--- src/hbfs_pkg.sv ---
package hbfs_pkg;
  // Bridge count and filter timing
  localparam int NUM_HB = 3;
  localparam int CLK_MHZ = 125;
  localparam int OC_FILTER_US = 10;
  localparam int OL_FILTER_US = 2000;
  localparam int DEAD_TIME_NS = 200;
  localparam int OC_FILTER_CYC = OC_FILTER_US * CLK_MHZ;
  localparam int OL_FILTER_CYC = OL_FILTER_US * CLK_MHZ;
  localparam int DEAD_TIME_CYC = (DEAD_TIME_NS * CLK_MHZ + 999) / 1000;
  localparam int CNT_W = 20;

  ////////////////////////////////////////////////////////////////////////////
  // AXI4-Lite register map
  localparam logic [7:0] ADDR_CTRL = 8'h00;
  localparam logic [7:0] ADDR_GSTAT = 8'h04;
  localparam logic [7:0] ADDR_OC = 8'h08;
  localparam logic [7:0] ADDR_OL = 8'h0c;
  localparam logic [7:0] ADDR_OP = 8'h10;

  // Global status bit positions
  localparam int GS_TPW = 1;
  localparam int GS_TSD = 2;
  localparam int GS_OV = 4;
  localparam int GS_UV = 5;
  localparam int GS_LE = 6;
  localparam int GS_RESET_INDICATOR_N = 0;

  localparam logic [1:0] RESP_OKAY = 2'h0;
  localparam logic [1:0] RESP_SLVERR = 2'h2;

  // Half-bridge side sequencer states
  typedef enum logic [1:0] {
    HBFS_OFF = 2'b00,
    HBFS_HS = 2'b01,
    HBFS_DEAD = 2'b11,
    HBFS_LS = 2'b10
  } hbfs_side_t;
endpackage : hbfs_pkg

--- src/hbfs_bridge.sv ---
`timescale 1ns/1ns
module hbfs_bridge #(
  parameter int OC_CYC = hbfs_pkg::OC_FILTER_CYC,
  parameter int OL_CYC = hbfs_pkg::OL_FILTER_CYC,
  parameter int DT_CYC = hbfs_pkg::DEAD_TIME_CYC
) (
  // Clock and reset
  input wire logic aclk,
  input wire logic aresetn,
  // Control
  input wire logic hs_req,
  input wire logic ls_req,
  input wire logic global_off,
  input wire logic [1:0] oc_blocked,
  // Monitors, index 0 high side, 1 low side
  input wire logic [1:0] oc_mon,
  input wire logic [1:0] ol_mon,
  // Results
  output logic hs_on,
  output logic ls_on,
  output logic [1:0] oc_event,
  output logic [1:0] ol_event
);
  initial begin
    if (OC_CYC < 1 || OL_CYC < 1 || DT_CYC < 1 || OL_CYC >= (1 << hbfs_pkg::CNT_W)) begin
      $error("hbfs_bridge: bad filter or dead time count");
    end
  end

  typedef struct packed {
    hbfs_pkg::hbfs_side_t side;
    hbfs_pkg::hbfs_side_t target;
    logic [hbfs_pkg::CNT_W-1:0] dt_cnt;
    logic [1:0][hbfs_pkg::CNT_W-1:0] oc_cnt;
    logic [1:0][hbfs_pkg::CNT_W-1:0] ol_cnt;
    logic [1:0] oc_ev;
    logic [1:0] ol_ev;
  } hbfs_br_state_t;

  hbfs_br_state_t st_reg;
  hbfs_br_state_t st_next;
  logic want_hs;
  logic want_ls;
  hbfs_pkg::hbfs_side_t want;

  always_comb begin
    st_next = st_reg;
    // High side wins if both are requested; never both on
    want_hs = hs_req && !global_off && !oc_blocked[0]; // [RQ2] [RQ3]
    want_ls = ls_req && !hs_req && !global_off && !oc_blocked[1]; // [RQ3]
    want = want_hs ? hbfs_pkg::HBFS_HS : (want_ls ? hbfs_pkg::HBFS_LS : hbfs_pkg::HBFS_OFF);
    st_next.oc_ev = 2'h0;
    st_next.ol_ev = 2'h0;
    case (st_reg.side)
      hbfs_pkg::HBFS_OFF: begin
        if (want != hbfs_pkg::HBFS_OFF) begin
          st_next.side = hbfs_pkg::HBFS_DEAD; // [RQ4]
          st_next.target = want;
          st_next.dt_cnt = '0;
        end
      end
      hbfs_pkg::HBFS_HS, hbfs_pkg::HBFS_LS: begin
        if (want != st_reg.side) begin
          st_next.side = hbfs_pkg::HBFS_OFF;
        end
      end
      hbfs_pkg::HBFS_DEAD: begin
        // Both sides off while the gap elapses
        if (want != st_reg.target) begin
          st_next.side = hbfs_pkg::HBFS_OFF;
        end else if (st_reg.dt_cnt >= hbfs_pkg::CNT_W'(DT_CYC - 1)) begin
          st_next.side = st_reg.target; // [RQ4]
        end else begin
          st_next.dt_cnt = st_reg.dt_cnt + 1'b1;
        end
      end
      default: st_next.side = hbfs_pkg::HBFS_OFF;
    endcase
    for (int i = 0; i < 2; i++) begin
      // Filters restart whenever the condition drops early
      if (st_reg.side == (i == 0 ? hbfs_pkg::HBFS_HS : hbfs_pkg::HBFS_LS) && oc_mon[i]) begin
        if (st_reg.oc_cnt[i] >= hbfs_pkg::CNT_W'(OC_CYC - 1)) begin
          st_next.oc_ev[i] = 1'b1; // [RQ1]
          st_next.oc_cnt[i] = '0;
        end else begin
          st_next.oc_cnt[i] = st_reg.oc_cnt[i] + 1'b1; // [RQ20]
        end
      end else begin
        st_next.oc_cnt[i] = '0; // [RQ20]
      end
      if (st_reg.side == (i == 0 ? hbfs_pkg::HBFS_HS : hbfs_pkg::HBFS_LS) && ol_mon[i]) begin
        if (st_reg.ol_cnt[i] >= hbfs_pkg::CNT_W'(OL_CYC - 1)) begin
          st_next.ol_ev[i] = 1'b1; // [RQ17]
        end else begin
          st_next.ol_cnt[i] = st_reg.ol_cnt[i] + 1'b1; // [RQ20]
        end
      end else begin
        st_next.ol_cnt[i] = '0; // [RQ20]
      end
    end
  end

  always_ff @(posedge aclk) begin
    if (!aresetn) begin
      st_reg <= '0;
    end else begin
      st_reg <= st_next;
    end
  end

  assign hs_on = (st_reg.side == hbfs_pkg::HBFS_HS);
  assign ls_on = (st_reg.side == hbfs_pkg::HBFS_LS);
  assign oc_event = st_reg.oc_ev;
  assign ol_event = st_reg.ol_ev;
endmodule : hbfs_bridge

--- src/hbfs_top.sv ---
// Local design decisions: the address map and the AXI4-Lite slave port.
`timescale 1ns/1ns
// Functional notes
// RQ1: Overcurrent turns the switch off, control bit stays 1, flag and load error set.
// RQ2: Overcurrent switch stays off while its latched flag is set.
// RQ3: High and low side of one bridge are never on together.
// RQ4: A dead time separates turning one side off and the other on.
// RQ5: Warning temperature sets the warning flag; outputs stay active.
// RQ6: Warning flag is latched and cleared only by a bus access.
// RQ7: Shutdown temperature latches all outputs off and sets shutdown flag.
// RQ8: Outputs stay off until the shutdown flag is cleared.
// RQ9: Control bits read 1 during overtemperature; flags clear only as described.
// RQ10: Host clears shutdown flag to resume or recheck.
// RQ11: Supply undervoltage turns stages off, latches flag, keeps registers intact.
// RQ12: Stages resume by themselves when supply recovers; host clears the flag.
// RQ13: Supply overvoltage turns stages off and latches its flag.
// RQ14: Stages resume when overvoltage ends; host clears the flag.
// RQ15: Logic-supply reset initializes all state and floats all outputs.
// RQ16: Reset indicator reads 0 after reset once in normal mode.
// RQ17: Open load past filter time latches flag and load error; output stays on.
// RQ18: Host clears open-load flag to see if it persists.
// RQ19: Read with operation bit 1 reads then clears; with 0 only reads.
// RQ20: Overcurrent and open-load filters are counters restarting on early release.
// RQ21: Load error is the OR of all latched overcurrent and open-load flags.
module hbfs_top #(
  parameter int NUM_HB = hbfs_pkg::NUM_HB,
  parameter int OC_CYC = hbfs_pkg::OC_FILTER_CYC,
  parameter int OL_CYC = hbfs_pkg::OL_FILTER_CYC,
  parameter int DT_CYC = hbfs_pkg::DEAD_TIME_CYC
) (
  // Clock and reset
  input wire logic aclk,
  input wire logic aresetn,
  // AXI4-Lite write address and data
  input wire logic [7:0] s_axi_awaddr,
  input wire logic s_axi_awvalid,
  output logic s_axi_awready,
  input wire logic [31:0] s_axi_wdata,
  input wire logic [3:0] s_axi_wstrb,
  input wire logic s_axi_wvalid,
  output logic s_axi_wready,
  // AXI4-Lite write response
  output logic [1:0] s_axi_bresp,
  output logic s_axi_bvalid,
  input wire logic s_axi_bready,
  // AXI4-Lite read
  input wire logic [7:0] s_axi_araddr,
  input wire logic s_axi_arvalid,
  output logic s_axi_arready,
  output logic [31:0] s_axi_rdata,
  output logic [1:0] s_axi_rresp,
  output logic s_axi_rvalid,
  input wire logic s_axi_rready,
  // Analog monitors, asynchronous
  input wire logic wake_pin,
  input wire logic [NUM_HB-1:0] hs_overcurrent,
  input wire logic [NUM_HB-1:0] ls_overcurrent,
  input wire logic [NUM_HB-1:0] hs_open_load,
  input wire logic [NUM_HB-1:0] ls_open_load,
  input wire logic temp_warning,
  input wire logic temp_shutdown,
  input wire logic supply_under,
  input wire logic supply_over,
  // Power stage gates, enable low means high impedance
  output logic [NUM_HB-1:0] hs_gate,
  output logic [NUM_HB-1:0] ls_gate,
  output logic [NUM_HB-1:0] stage_enable
);
  localparam int NMON = 4 * NUM_HB + 5;

  initial begin
    if (NUM_HB < 1 || NUM_HB > 8) begin
      $error("hbfs_top: NUM_HB must be 1 to 8");
    end
  end

  ////////////////////////////////////////////////////////////////////////////
  // State
  typedef struct packed {
    logic [2:0][NMON-1:0] sync;
    logic [NMON-1:0] mon;
    logic [NUM_HB-1:0] hs_act;
    logic [NUM_HB-1:0] ls_act;
    logic clear_on_read;
    logic [NUM_HB-1:0] hs_oc;
    logic [NUM_HB-1:0] ls_oc;
    logic [NUM_HB-1:0] hs_ol;
    logic [NUM_HB-1:0] ls_ol;
    logic thermal_warning_flag;
    logic thermal_shutdown_flag;
    logic uv;
    logic ov;
    logic reset_indicator_n;
    logic aw_got;
    logic w_got;
    logic [7:0] awaddr;
    logic [31:0] wdata;
    logic [3:0] wstrb;
    logic awready;
    logic wready;
    logic bvalid;
    logic [1:0] bresp;
    logic arready;
    logic rvalid;
    logic [31:0] rdata;
    logic [1:0] rresp;
    logic [NUM_HB-1:0] hs_gate;
    logic [NUM_HB-1:0] ls_gate;
    logic [NUM_HB-1:0] stage_en;
  } hbfs_state_t;

  hbfs_state_t st_reg;
  hbfs_state_t st_next;

  logic [NUM_HB-1:0] hs_on;
  logic [NUM_HB-1:0] ls_on;
  logic [NUM_HB-1:0][1:0] oc_ev;
  logic [NUM_HB-1:0][1:0] ol_ev;
  logic global_off;
  logic load_err;
  logic [NMON-1:0] raw_mon;

  assign raw_mon = {wake_pin, supply_over, supply_under, temp_shutdown, temp_warning,
                    ls_open_load, hs_open_load, ls_overcurrent, hs_overcurrent};

  // Output stages off on any global fault; undervoltage and overvoltage recover by themselves
  assign global_off = st_reg.thermal_shutdown_flag | st_reg.mon[NMON-4] | st_reg.mon[NMON-2]
                      | st_reg.mon[NMON-3]; // [RQ8] [RQ11] [RQ12] [RQ13] [RQ14]
  assign load_err = |{st_reg.hs_oc, st_reg.ls_oc, st_reg.hs_ol, st_reg.ls_ol}; // [RQ21]

  ////////////////////////////////////////////////////////////////////////////
  // Per-bridge sequencing and filters
  for (genvar g = 0; g < NUM_HB; g++) begin : gen_hb
    hbfs_bridge #(
      .OC_CYC(OC_CYC),
      .OL_CYC(OL_CYC),
      .DT_CYC(DT_CYC)
    ) u_bridge (
      .aclk(aclk),
      .aresetn(aresetn),
      .hs_req(st_reg.hs_act[g]),
      .ls_req(st_reg.ls_act[g]),
      .global_off(global_off),
      .oc_blocked({st_reg.ls_oc[g], st_reg.hs_oc[g]}),
      .oc_mon({st_reg.mon[NUM_HB + g], st_reg.mon[g]}),
      .ol_mon({st_reg.mon[3 * NUM_HB + g], st_reg.mon[2 * NUM_HB + g]}),
      .hs_on(hs_on[g]),
      .ls_on(ls_on[g]),
      .oc_event(oc_ev[g]),
      .ol_event(ol_ev[g])
    );
  end

  ////////////////////////////////////////////////////////////////////////////
  // Next state
  always_comb begin
    logic [31:0] rd;
    logic [1:0] rr;
    logic [7:0] ra;
    logic rd_clear;
    rd = '0;
    rr = hbfs_pkg::RESP_OKAY;
    ra = s_axi_araddr;
    rd_clear = 1'b0;
    st_next = st_reg;

    // Three-stage synchroniser; a change counts when stages two and three agree
    st_next.sync = {st_reg.sync[1:0], raw_mon};
    for (int i = 0; i < NMON; i++) begin
      if (st_reg.sync[1][i] == st_reg.sync[2][i]) begin
        st_next.mon[i] = st_reg.sync[2][i];
      end
    end

    // Gates follow the sequencers; stages float only in reset
    st_next.hs_gate = hs_on;
    st_next.ls_gate = ls_on;
    st_next.stage_en = {NUM_HB{1'b1}}; // [RQ15]

    // Write channel: address and data in either order
    if (s_axi_awvalid && st_reg.awready) begin
      st_next.aw_got = 1'b1;
      st_next.awaddr = s_axi_awaddr;
      st_next.awready = 1'b0;
    end
    if (s_axi_wvalid && st_reg.wready) begin
      st_next.w_got = 1'b1;
      st_next.wdata = s_axi_wdata;
      st_next.wstrb = s_axi_wstrb;
      st_next.wready = 1'b0;
    end
    if (st_reg.aw_got && st_reg.w_got && !st_reg.bvalid) begin
      st_next.aw_got = 1'b0;
      st_next.w_got = 1'b0;
      st_next.bvalid = 1'b1;
      st_next.bresp = hbfs_pkg::RESP_OKAY;
      case (st_reg.awaddr)
        hbfs_pkg::ADDR_CTRL: begin
          if (st_reg.wstrb[0]) begin
            st_next.hs_act = st_reg.wdata[NUM_HB-1:0];
          end
          if (st_reg.wstrb[1]) begin
            st_next.ls_act = st_reg.wdata[8 +: NUM_HB];
          end
        end
        hbfs_pkg::ADDR_OP: begin
          if (st_reg.wstrb[0]) begin
            st_next.clear_on_read = st_reg.wdata[0];
          end
        end
        hbfs_pkg::ADDR_GSTAT, hbfs_pkg::ADDR_OC, hbfs_pkg::ADDR_OL: ;
        default: st_next.bresp = hbfs_pkg::RESP_SLVERR;
      endcase
    end
    if (st_reg.bvalid && s_axi_bready) begin
      st_next.bvalid = 1'b0;
      st_next.awready = 1'b1;
      st_next.wready = 1'b1;
    end

    // Read channel
    if (s_axi_arvalid && st_reg.arready) begin
      st_next.arready = 1'b0;
      st_next.rvalid = 1'b1;
      case (ra)
        // Control bits keep reading as written through any fault
        hbfs_pkg::ADDR_CTRL: begin
          rd[NUM_HB-1:0] = st_reg.hs_act; // [RQ1] [RQ9]
          rd[8 +: NUM_HB] = st_reg.ls_act;
        end
        hbfs_pkg::ADDR_GSTAT: begin
          rd[hbfs_pkg::GS_LE] = load_err; // [RQ1] [RQ21]
          rd[hbfs_pkg::GS_TPW] = st_reg.thermal_warning_flag;
          rd[hbfs_pkg::GS_TSD] = st_reg.thermal_shutdown_flag;
          rd[hbfs_pkg::GS_UV] = st_reg.uv;
          rd[hbfs_pkg::GS_OV] = st_reg.ov;
          rd[hbfs_pkg::GS_RESET_INDICATOR_N] = st_reg.reset_indicator_n; // [RQ16]
          rd_clear = st_reg.clear_on_read;
        end
        hbfs_pkg::ADDR_OC: begin
          rd[NUM_HB-1:0] = st_reg.hs_oc;
          rd[8 +: NUM_HB] = st_reg.ls_oc;
          rd_clear = st_reg.clear_on_read;
        end
        hbfs_pkg::ADDR_OL: begin
          rd[NUM_HB-1:0] = st_reg.hs_ol;
          rd[8 +: NUM_HB] = st_reg.ls_ol;
          rd_clear = st_reg.clear_on_read;
        end
        hbfs_pkg::ADDR_OP: begin
          rd[0] = st_reg.clear_on_read;
        end
        default: rr = hbfs_pkg::RESP_SLVERR;
      endcase
      st_next.rdata = rd;
      st_next.rresp = rr;
    end
    if (st_reg.rvalid && s_axi_rready) begin
      st_next.rvalid = 1'b0;
      st_next.arready = 1'b1;
    end

    // Read and clear, only the register just read; sets below win
    if (rd_clear) begin // [RQ19] [RQ10] [RQ18] [RQ6]
      case (ra)
        hbfs_pkg::ADDR_GSTAT: begin
          st_next.thermal_warning_flag = 1'b0;
          st_next.thermal_shutdown_flag = 1'b0;
          st_next.uv = 1'b0;
          st_next.ov = 1'b0;
          st_next.reset_indicator_n = 1'b1;
        end
        hbfs_pkg::ADDR_OC: begin
          st_next.hs_oc = '0;
          st_next.ls_oc = '0;
        end
        default: begin
          st_next.hs_ol = '0;
          st_next.ls_ol = '0;
        end
      endcase
    end

    // Fault latches; a present condition sets again at once
    for (int g = 0; g < NUM_HB; g++) begin
      if (oc_ev[g][0]) st_next.hs_oc[g] = 1'b1; // [RQ1] [RQ2]
      if (oc_ev[g][1]) st_next.ls_oc[g] = 1'b1; // [RQ1]
      if (ol_ev[g][0]) st_next.hs_ol[g] = 1'b1; // [RQ17]
      if (ol_ev[g][1]) st_next.ls_ol[g] = 1'b1; // [RQ17]
    end
    if (st_reg.mon[NMON-5]) st_next.thermal_warning_flag = 1'b1; // [RQ5] [RQ9]
    if (st_reg.mon[NMON-4]) st_next.thermal_shutdown_flag = 1'b1; // [RQ7]
    if (st_reg.mon[NMON-3]) st_next.uv = 1'b1; // [RQ11]
    if (st_reg.mon[NMON-2]) st_next.ov = 1'b1; // [RQ13]
  end

  always_ff @(posedge aclk) begin
    if (!aresetn) begin
      st_reg <= '0; // [RQ15]
      st_reg.awready <= 1'b1;
      st_reg.wready <= 1'b1;
      st_reg.arready <= 1'b1;
    end else begin
      st_reg <= st_next;
    end
  end

  ////////////////////////////////////////////////////////////////////////////
  // Outputs straight from flip-flops
  assign s_axi_awready = st_reg.awready;
  assign s_axi_wready = st_reg.wready;
  assign s_axi_bvalid = st_reg.bvalid;
  assign s_axi_bresp = st_reg.bresp;
  assign s_axi_arready = st_reg.arready;
  assign s_axi_rvalid = st_reg.rvalid;
  assign s_axi_rdata = st_reg.rdata;
  assign s_axi_rresp = st_reg.rresp;
  assign hs_gate = st_reg.hs_gate;
  assign ls_gate = st_reg.ls_gate;
  assign stage_enable = st_reg.stage_en;
endmodule : hbfs_top

--- config.mk ---
export PLATFORM = sky130hd
export DESIGN_NAME = hbfs_top
export DESIGN_NICKNAME = d
export VERILOG_FILES = /design/src/hbfs_pkg.sv /design/src/hbfs_bridge.sv /design/src/hbfs_top.sv
export SDC_FILE = /design/constraint.sdc
export NUM_CORES = 1
export LEC_CHECK = 0
export BUFFER_PORTS_ARGS = -buffer_cell sky130_fd_sc_hd__buf_4
export CORE_UTILIZATION = 40
export CTS_CLUSTER_DIAMETER = 120
export DETAILED_ROUTE_END_ITERATION = 16
export PLACE_DENSITY = 0.58
export SYNTH_ARGS = -nofsm -noshare
export SYNTH_HDL_FRONTEND = slang
export SYNTH_HIERARCHICAL = 1
export SYNTH_SLANG_ARGS = --single-unit
--- constraint.sdc ---
create_clock -name aclk -period 3.9 [get_ports aclk]
set_input_delay 0.585 -clock aclk [delete_from_list [all_inputs] [get_ports aclk]]
set_output_delay 0.585 -clock aclk [all_outputs]
set_load 0.01 [all_outputs]
; ---- Word level (Yosys, flattened, before mapping)
; Cells that the tools add are included.
; Widths: inputs -> output; s select.
[op_classes]
multipliers = 0
shift = 0
add_sub_neg = 15
eq_ne = 60
muxes = 71
order_cmp = 15
bitwise = 10
n_reduce_logical = 140
div = 0
[ops]
columns = op, count
row1 = $add 20x1->20 const B, 15
row2 = $ge 20x11->1 const B, 6
row3 = $ge 20x18->1 const B, 6
row4 = $mux 20, 6
row5 = $pmux 20 s2, 3
row6 = $mux 24, 3
row7 = $reduce_and 2->1, 32
row8 = $reduce_bool 2->1, 32
row9 = $ge 20x5->1 const B, 3
row10 = $logic_and 1x1->1, 34
row11 = $mux 2, 17
row12 = $eq 8x4->1 const B, 4
row13 = $mux 1, 30
row14 = $ne 2x1->1 const B, 12
row15 = $reduce_or 3->1, 7
row16 = $pmux 2 s3, 3
row17 = $reduce_and 3->1, 6
row18 = $mux 17, 1
row19 = $eq 1x1->1, 16
row20 = $eq 8x3->1 const B, 2
row21 = $eq 8x5->1 const B, 2
row22 = $logic_not 8->1, 2
row23 = $reduce_or 2->1, 7
row24 = $eq 2x2->1 const B, 6
row25 = other kinds (17), 56
[totals]
ramBits = 0
memories = 0
latchBits = 0
romBits = 0
regBits = 488
in_bits = 76
output_inout_bits = 50

; ---- Depth between registers and ports, before layout
[depth]
ltp_word = 11
ltp_mapped = 9

; ---- Modules after synthesis
; Netlist, hierarchy kept.
[modules_own_cells]
columns = module, cells_each, area_each_um2, seq_area_each_um2, n_inst
row1 = hbfs_bridge at gen_hb[0].u_bridge ..., 524, 4800.9, 2162.1, 2
row2 = hbfs_top, 504, 4807.1, 2582.5, 1
row3 = hbfs_bridge at gen_hb[2].u_bridge, 490, 4463.0, 2162.1, 1

; ---- Least setup slack after synthesis
; No wires, ideal clock.
[synth_timing]
kind = reg-to-reg
startpoint = register, netlist name st_reg[135]
endpoint = register gen_hb[2].u_bridge/st_reg[84] in the netlist's numbering
path_slack_ns = 0.911
arrival_time_ns = 2.919
n_path_buf = 1
required_ns = 3.830
path_stages_with_launch = 8
path_cell_list = dfxtp_1 or4_1 nor4b_2 xor2_1 or4_1 clkbuf_2 or4b_1 a21oi_1
[synth_lines]
columns = item, line_no
row1 = to (signal assigned), hbfs_bridge.sv:107  ; st_reg <= st_next;
row2 = to (decl), hbfs_bridge.sv:40  ; hbfs_br_state_t st_reg;

==> reports/qor.yml <==
path_class: "flip-flop to flip-flop"
setup_tns_ps: 0
post_synth_fa_ha_maj_area_fraction: 0.0278
synth-xor-area-share: 0.0330
skew_ps: 22.5
rows: 79
synthArstFlopShare: 0
drt_iter0_drc: 1012
clock_sinks: 453
drt_wl_total_um: 37900
area_delta_synth_final_pct: 13.5
n_antenna_cell: 0
post_drt_wl_per_cell_um: 13.7
synth-edff-count: 0
synth.distinct_cells: 85
r2r_cells: 7
final_net_count: 2232
min_path_type: "input pin to flip-flop"
cp-start-kind: "flip-flop"
status: "finished clean"
ant_nets: 0
synth-simple-area-share: 0.249
h-tree-depth: 2
synth_top_family_by_area: "simple AND/OR/NAND/NOR gates"
clock_path_buffers: 3
start_util: 0.405
maxCapViolCount: 0
worst_pin_slew_ps: 1100
die_w_um: 219
ios: 126
die_area_um2: 48100
grt_usage: 0.160
ctsHoldBuffers: 0
rsz0062_at_grt: "false"
arrival_ps: 3640
finalSetupViolations: 0
synthCells: 2042
ys.flop_type: "dfxtp_1"
whs_path_depth: 2
cts_tree: "done"
syn_area_per_cell_um2: 9.24
grt_pass1_wl_um: 64300
port_buffers: 71
power.density_nw_per_um2: 468
core_region_area_um2: 46600
grt_pass1_vias: 13395
drc_errors: 0
drt-vias-per-instance: 5.14
cts_resized: 0
synth_seq_cells: 453
place.gp.congestion: 0.803
largest_reg_flops: 312
final_max_slew_viol_count: 0
die_h_um: 219
leakage_nw: 7.71
hold_viol: 0
crit_fanout: 12
antenna_found_initial: 1
fmaxAchievable_mhz: 320
grt.overflow.total: 0
ys_warn_count: 6
clkTransAtPathRegs_ps: 60
yosysSeqAreaShare: 0.481
timing.final.crit_share: 0.801
dr_total_vias: 14170
synth_compound_area_frac: 0.135
dr.pass1.iters: 5
synthMuxAreaShare: 0.0182
root_buffer: "clkbuf_16"
relSlewSlack: 0.263
fin_crit_ps: 3120
hpwl_um: 25800
drive_gt1_frac: 0.101
ir_drop_uv: 351
holdWs_ps: 203
cts_buffers: 48
clkLatencyLatePin_ps: 590
cts_setup_buffers: 0
cp-end-kind: "flip-flop"
grt_max_degree: 48
syn_area_um2: 18900
cp.required_ps: 4420
==> synthesized netlist by cell type, types with 6 or more instances <==
master,number,area share
nor2_1,163,0.032
a31oi_1,19,0.0063
mux2i_1,23,0.012
and2_1,102,0.034
nand2b_1,17,0.0056
nand3_1,117,0.031
nand2_1,141,0.028
o21ai_1,21,0.0056
nor4_1,31,0.010
dfxtp_1,453,0.48
buf_4,59,0.023
xnor2_1,38,0.018
nor3_1,30,0.0080
a21oi_1,164,0.043
or4_1,59,0.023
and3_1,40,0.013
nand4_1,28,0.0093
o21ai_0,52,0.014
clkbuf_1,50,0.0099
a41oi_1,9,0.0042
o21a_1,12,0.0048
or3_1,37,0.012
a311oi_1,6,0.0028
nor3b_1,6,0.0024
o31ai_1,48,0.019
buf_2,15,0.0040
a211o_1,7,0.0032
xor2_1,33,0.015
inv_1,77,0.015
and4_1,9,0.0042
ha_1,42,0.028
==> power breakdown <==
part	total (mW)	leakage (nW)	switching [mW]	internal, mW
sequential	4.78	3.68	0.0634	4.72
combinational	0.469	3.21	0.278	0.191
clock	4.77	0.819	1.90	2.87
==> cells in the final DEF (no fill, tap or decap), types with 6 or more instances in the layout <==
cell type	n
a211o_1	7
a41oi_1	9
a31oi_1	18
nor3b_1	6
mux2i_1	23
or3_1	37
xor2_1	33
and3_1	40
dfxtp_1	453
and4_1	9
nor4_1	31
nand2b_1	17
nor2_1	163
clkbuf_1	8
ha_1	42
clkbuf_8	7
nand3_1	117
nor3_1	30
a21oi_1	164
buf_4	78
o21ai_1	21
o21a_1	12
or4_1	59
o31ai_1	48
nand4_1	28
inv_1	77
conb_1	79
o21ai_0	52
bufinv_16	7
xnor2_1	38
and2_1	102
clkbuf_16	48
clkinv_2	11
a311oi_1	6
nand2_1	141
==> logic make-up (layout without fill, tap and decap cells) <==
| family | count (synthesis) | after routing |
|---|---|---|
| flops | 453 | 453 |
| buf+inv | 212 | 247 |
| compound gates | 393 | 393 |
| fa+ha+maj | 42 | 42 |
| simple gates | 837 | 837 |
| mux | 30 | 30 |
| other cells | 4 | 79 |
| xor+xnor | 71 | 71 |
==> per-layer routing <==
layer,global-route usage,routed length [um],vias to the layer above
met1,0.217,18500,6643
met3,0.0290,1410,51
met2,0.259,17200,185
li1,-,-,7291
met5,0,0,-
met4,0.0465,753,0
==> metrics by stage <==
step	utilization	cell area [um^2]	cells	setup WS [ps]	total power, mW
global placement	0.424	19700	2671	794	5.34
global route	0.460	21400	2759	581	10.4
floorplan	-	19200	2117	911	5.21
finish	0.460	21400	2759	777	10.0
detailed placement	0.424	19700	2671	783	5.36
CTS	0.460	21400	2759	777	10.2
==> path summary, 6_finish.rpt <==
kind | start | end | slack (ps)
max | st_reg[135]$_SDFFE_PN0N_ | gen_hb[2].u_bridge/st_reg[84]$_SDFFE_PN0P_ | 780
min | hs_open_load[2] | st_next[162]$_SDFF_PN0_ | 200
max reg2reg | st_reg[135]$_SDFFE_PN0N_ | gen_hb[2].u_bridge/st_reg[84]$_SDFFE_PN0P_ | 780
min reg2reg | st_next[156]$_SDFF_PN0_ | st_next[173]$_SDFF_PN0_ | 430
==> critical path, cell delays in order, from the launching register on <==
cell and delay (ps):
dfxtp_1 340, or4_1 590, buf_4 240, nor4b_2 520, xor2_1 180, or4_1 540
or4b_1 500, a21oi_1 150
==> cell type report <==
type                            count  area [um^2]
Fill cell                        4376        25100
Sequential cell                   453         9070
Clock buffer                       63         1330
Clock inverter                     25          345
Multi-Input combinational cell   1452         9020
Timing Repair Buffer               78          586
Inverter                           81          304
Tap cell                          607          759
No activity file was read; power rests on OpenSTA's default activity.
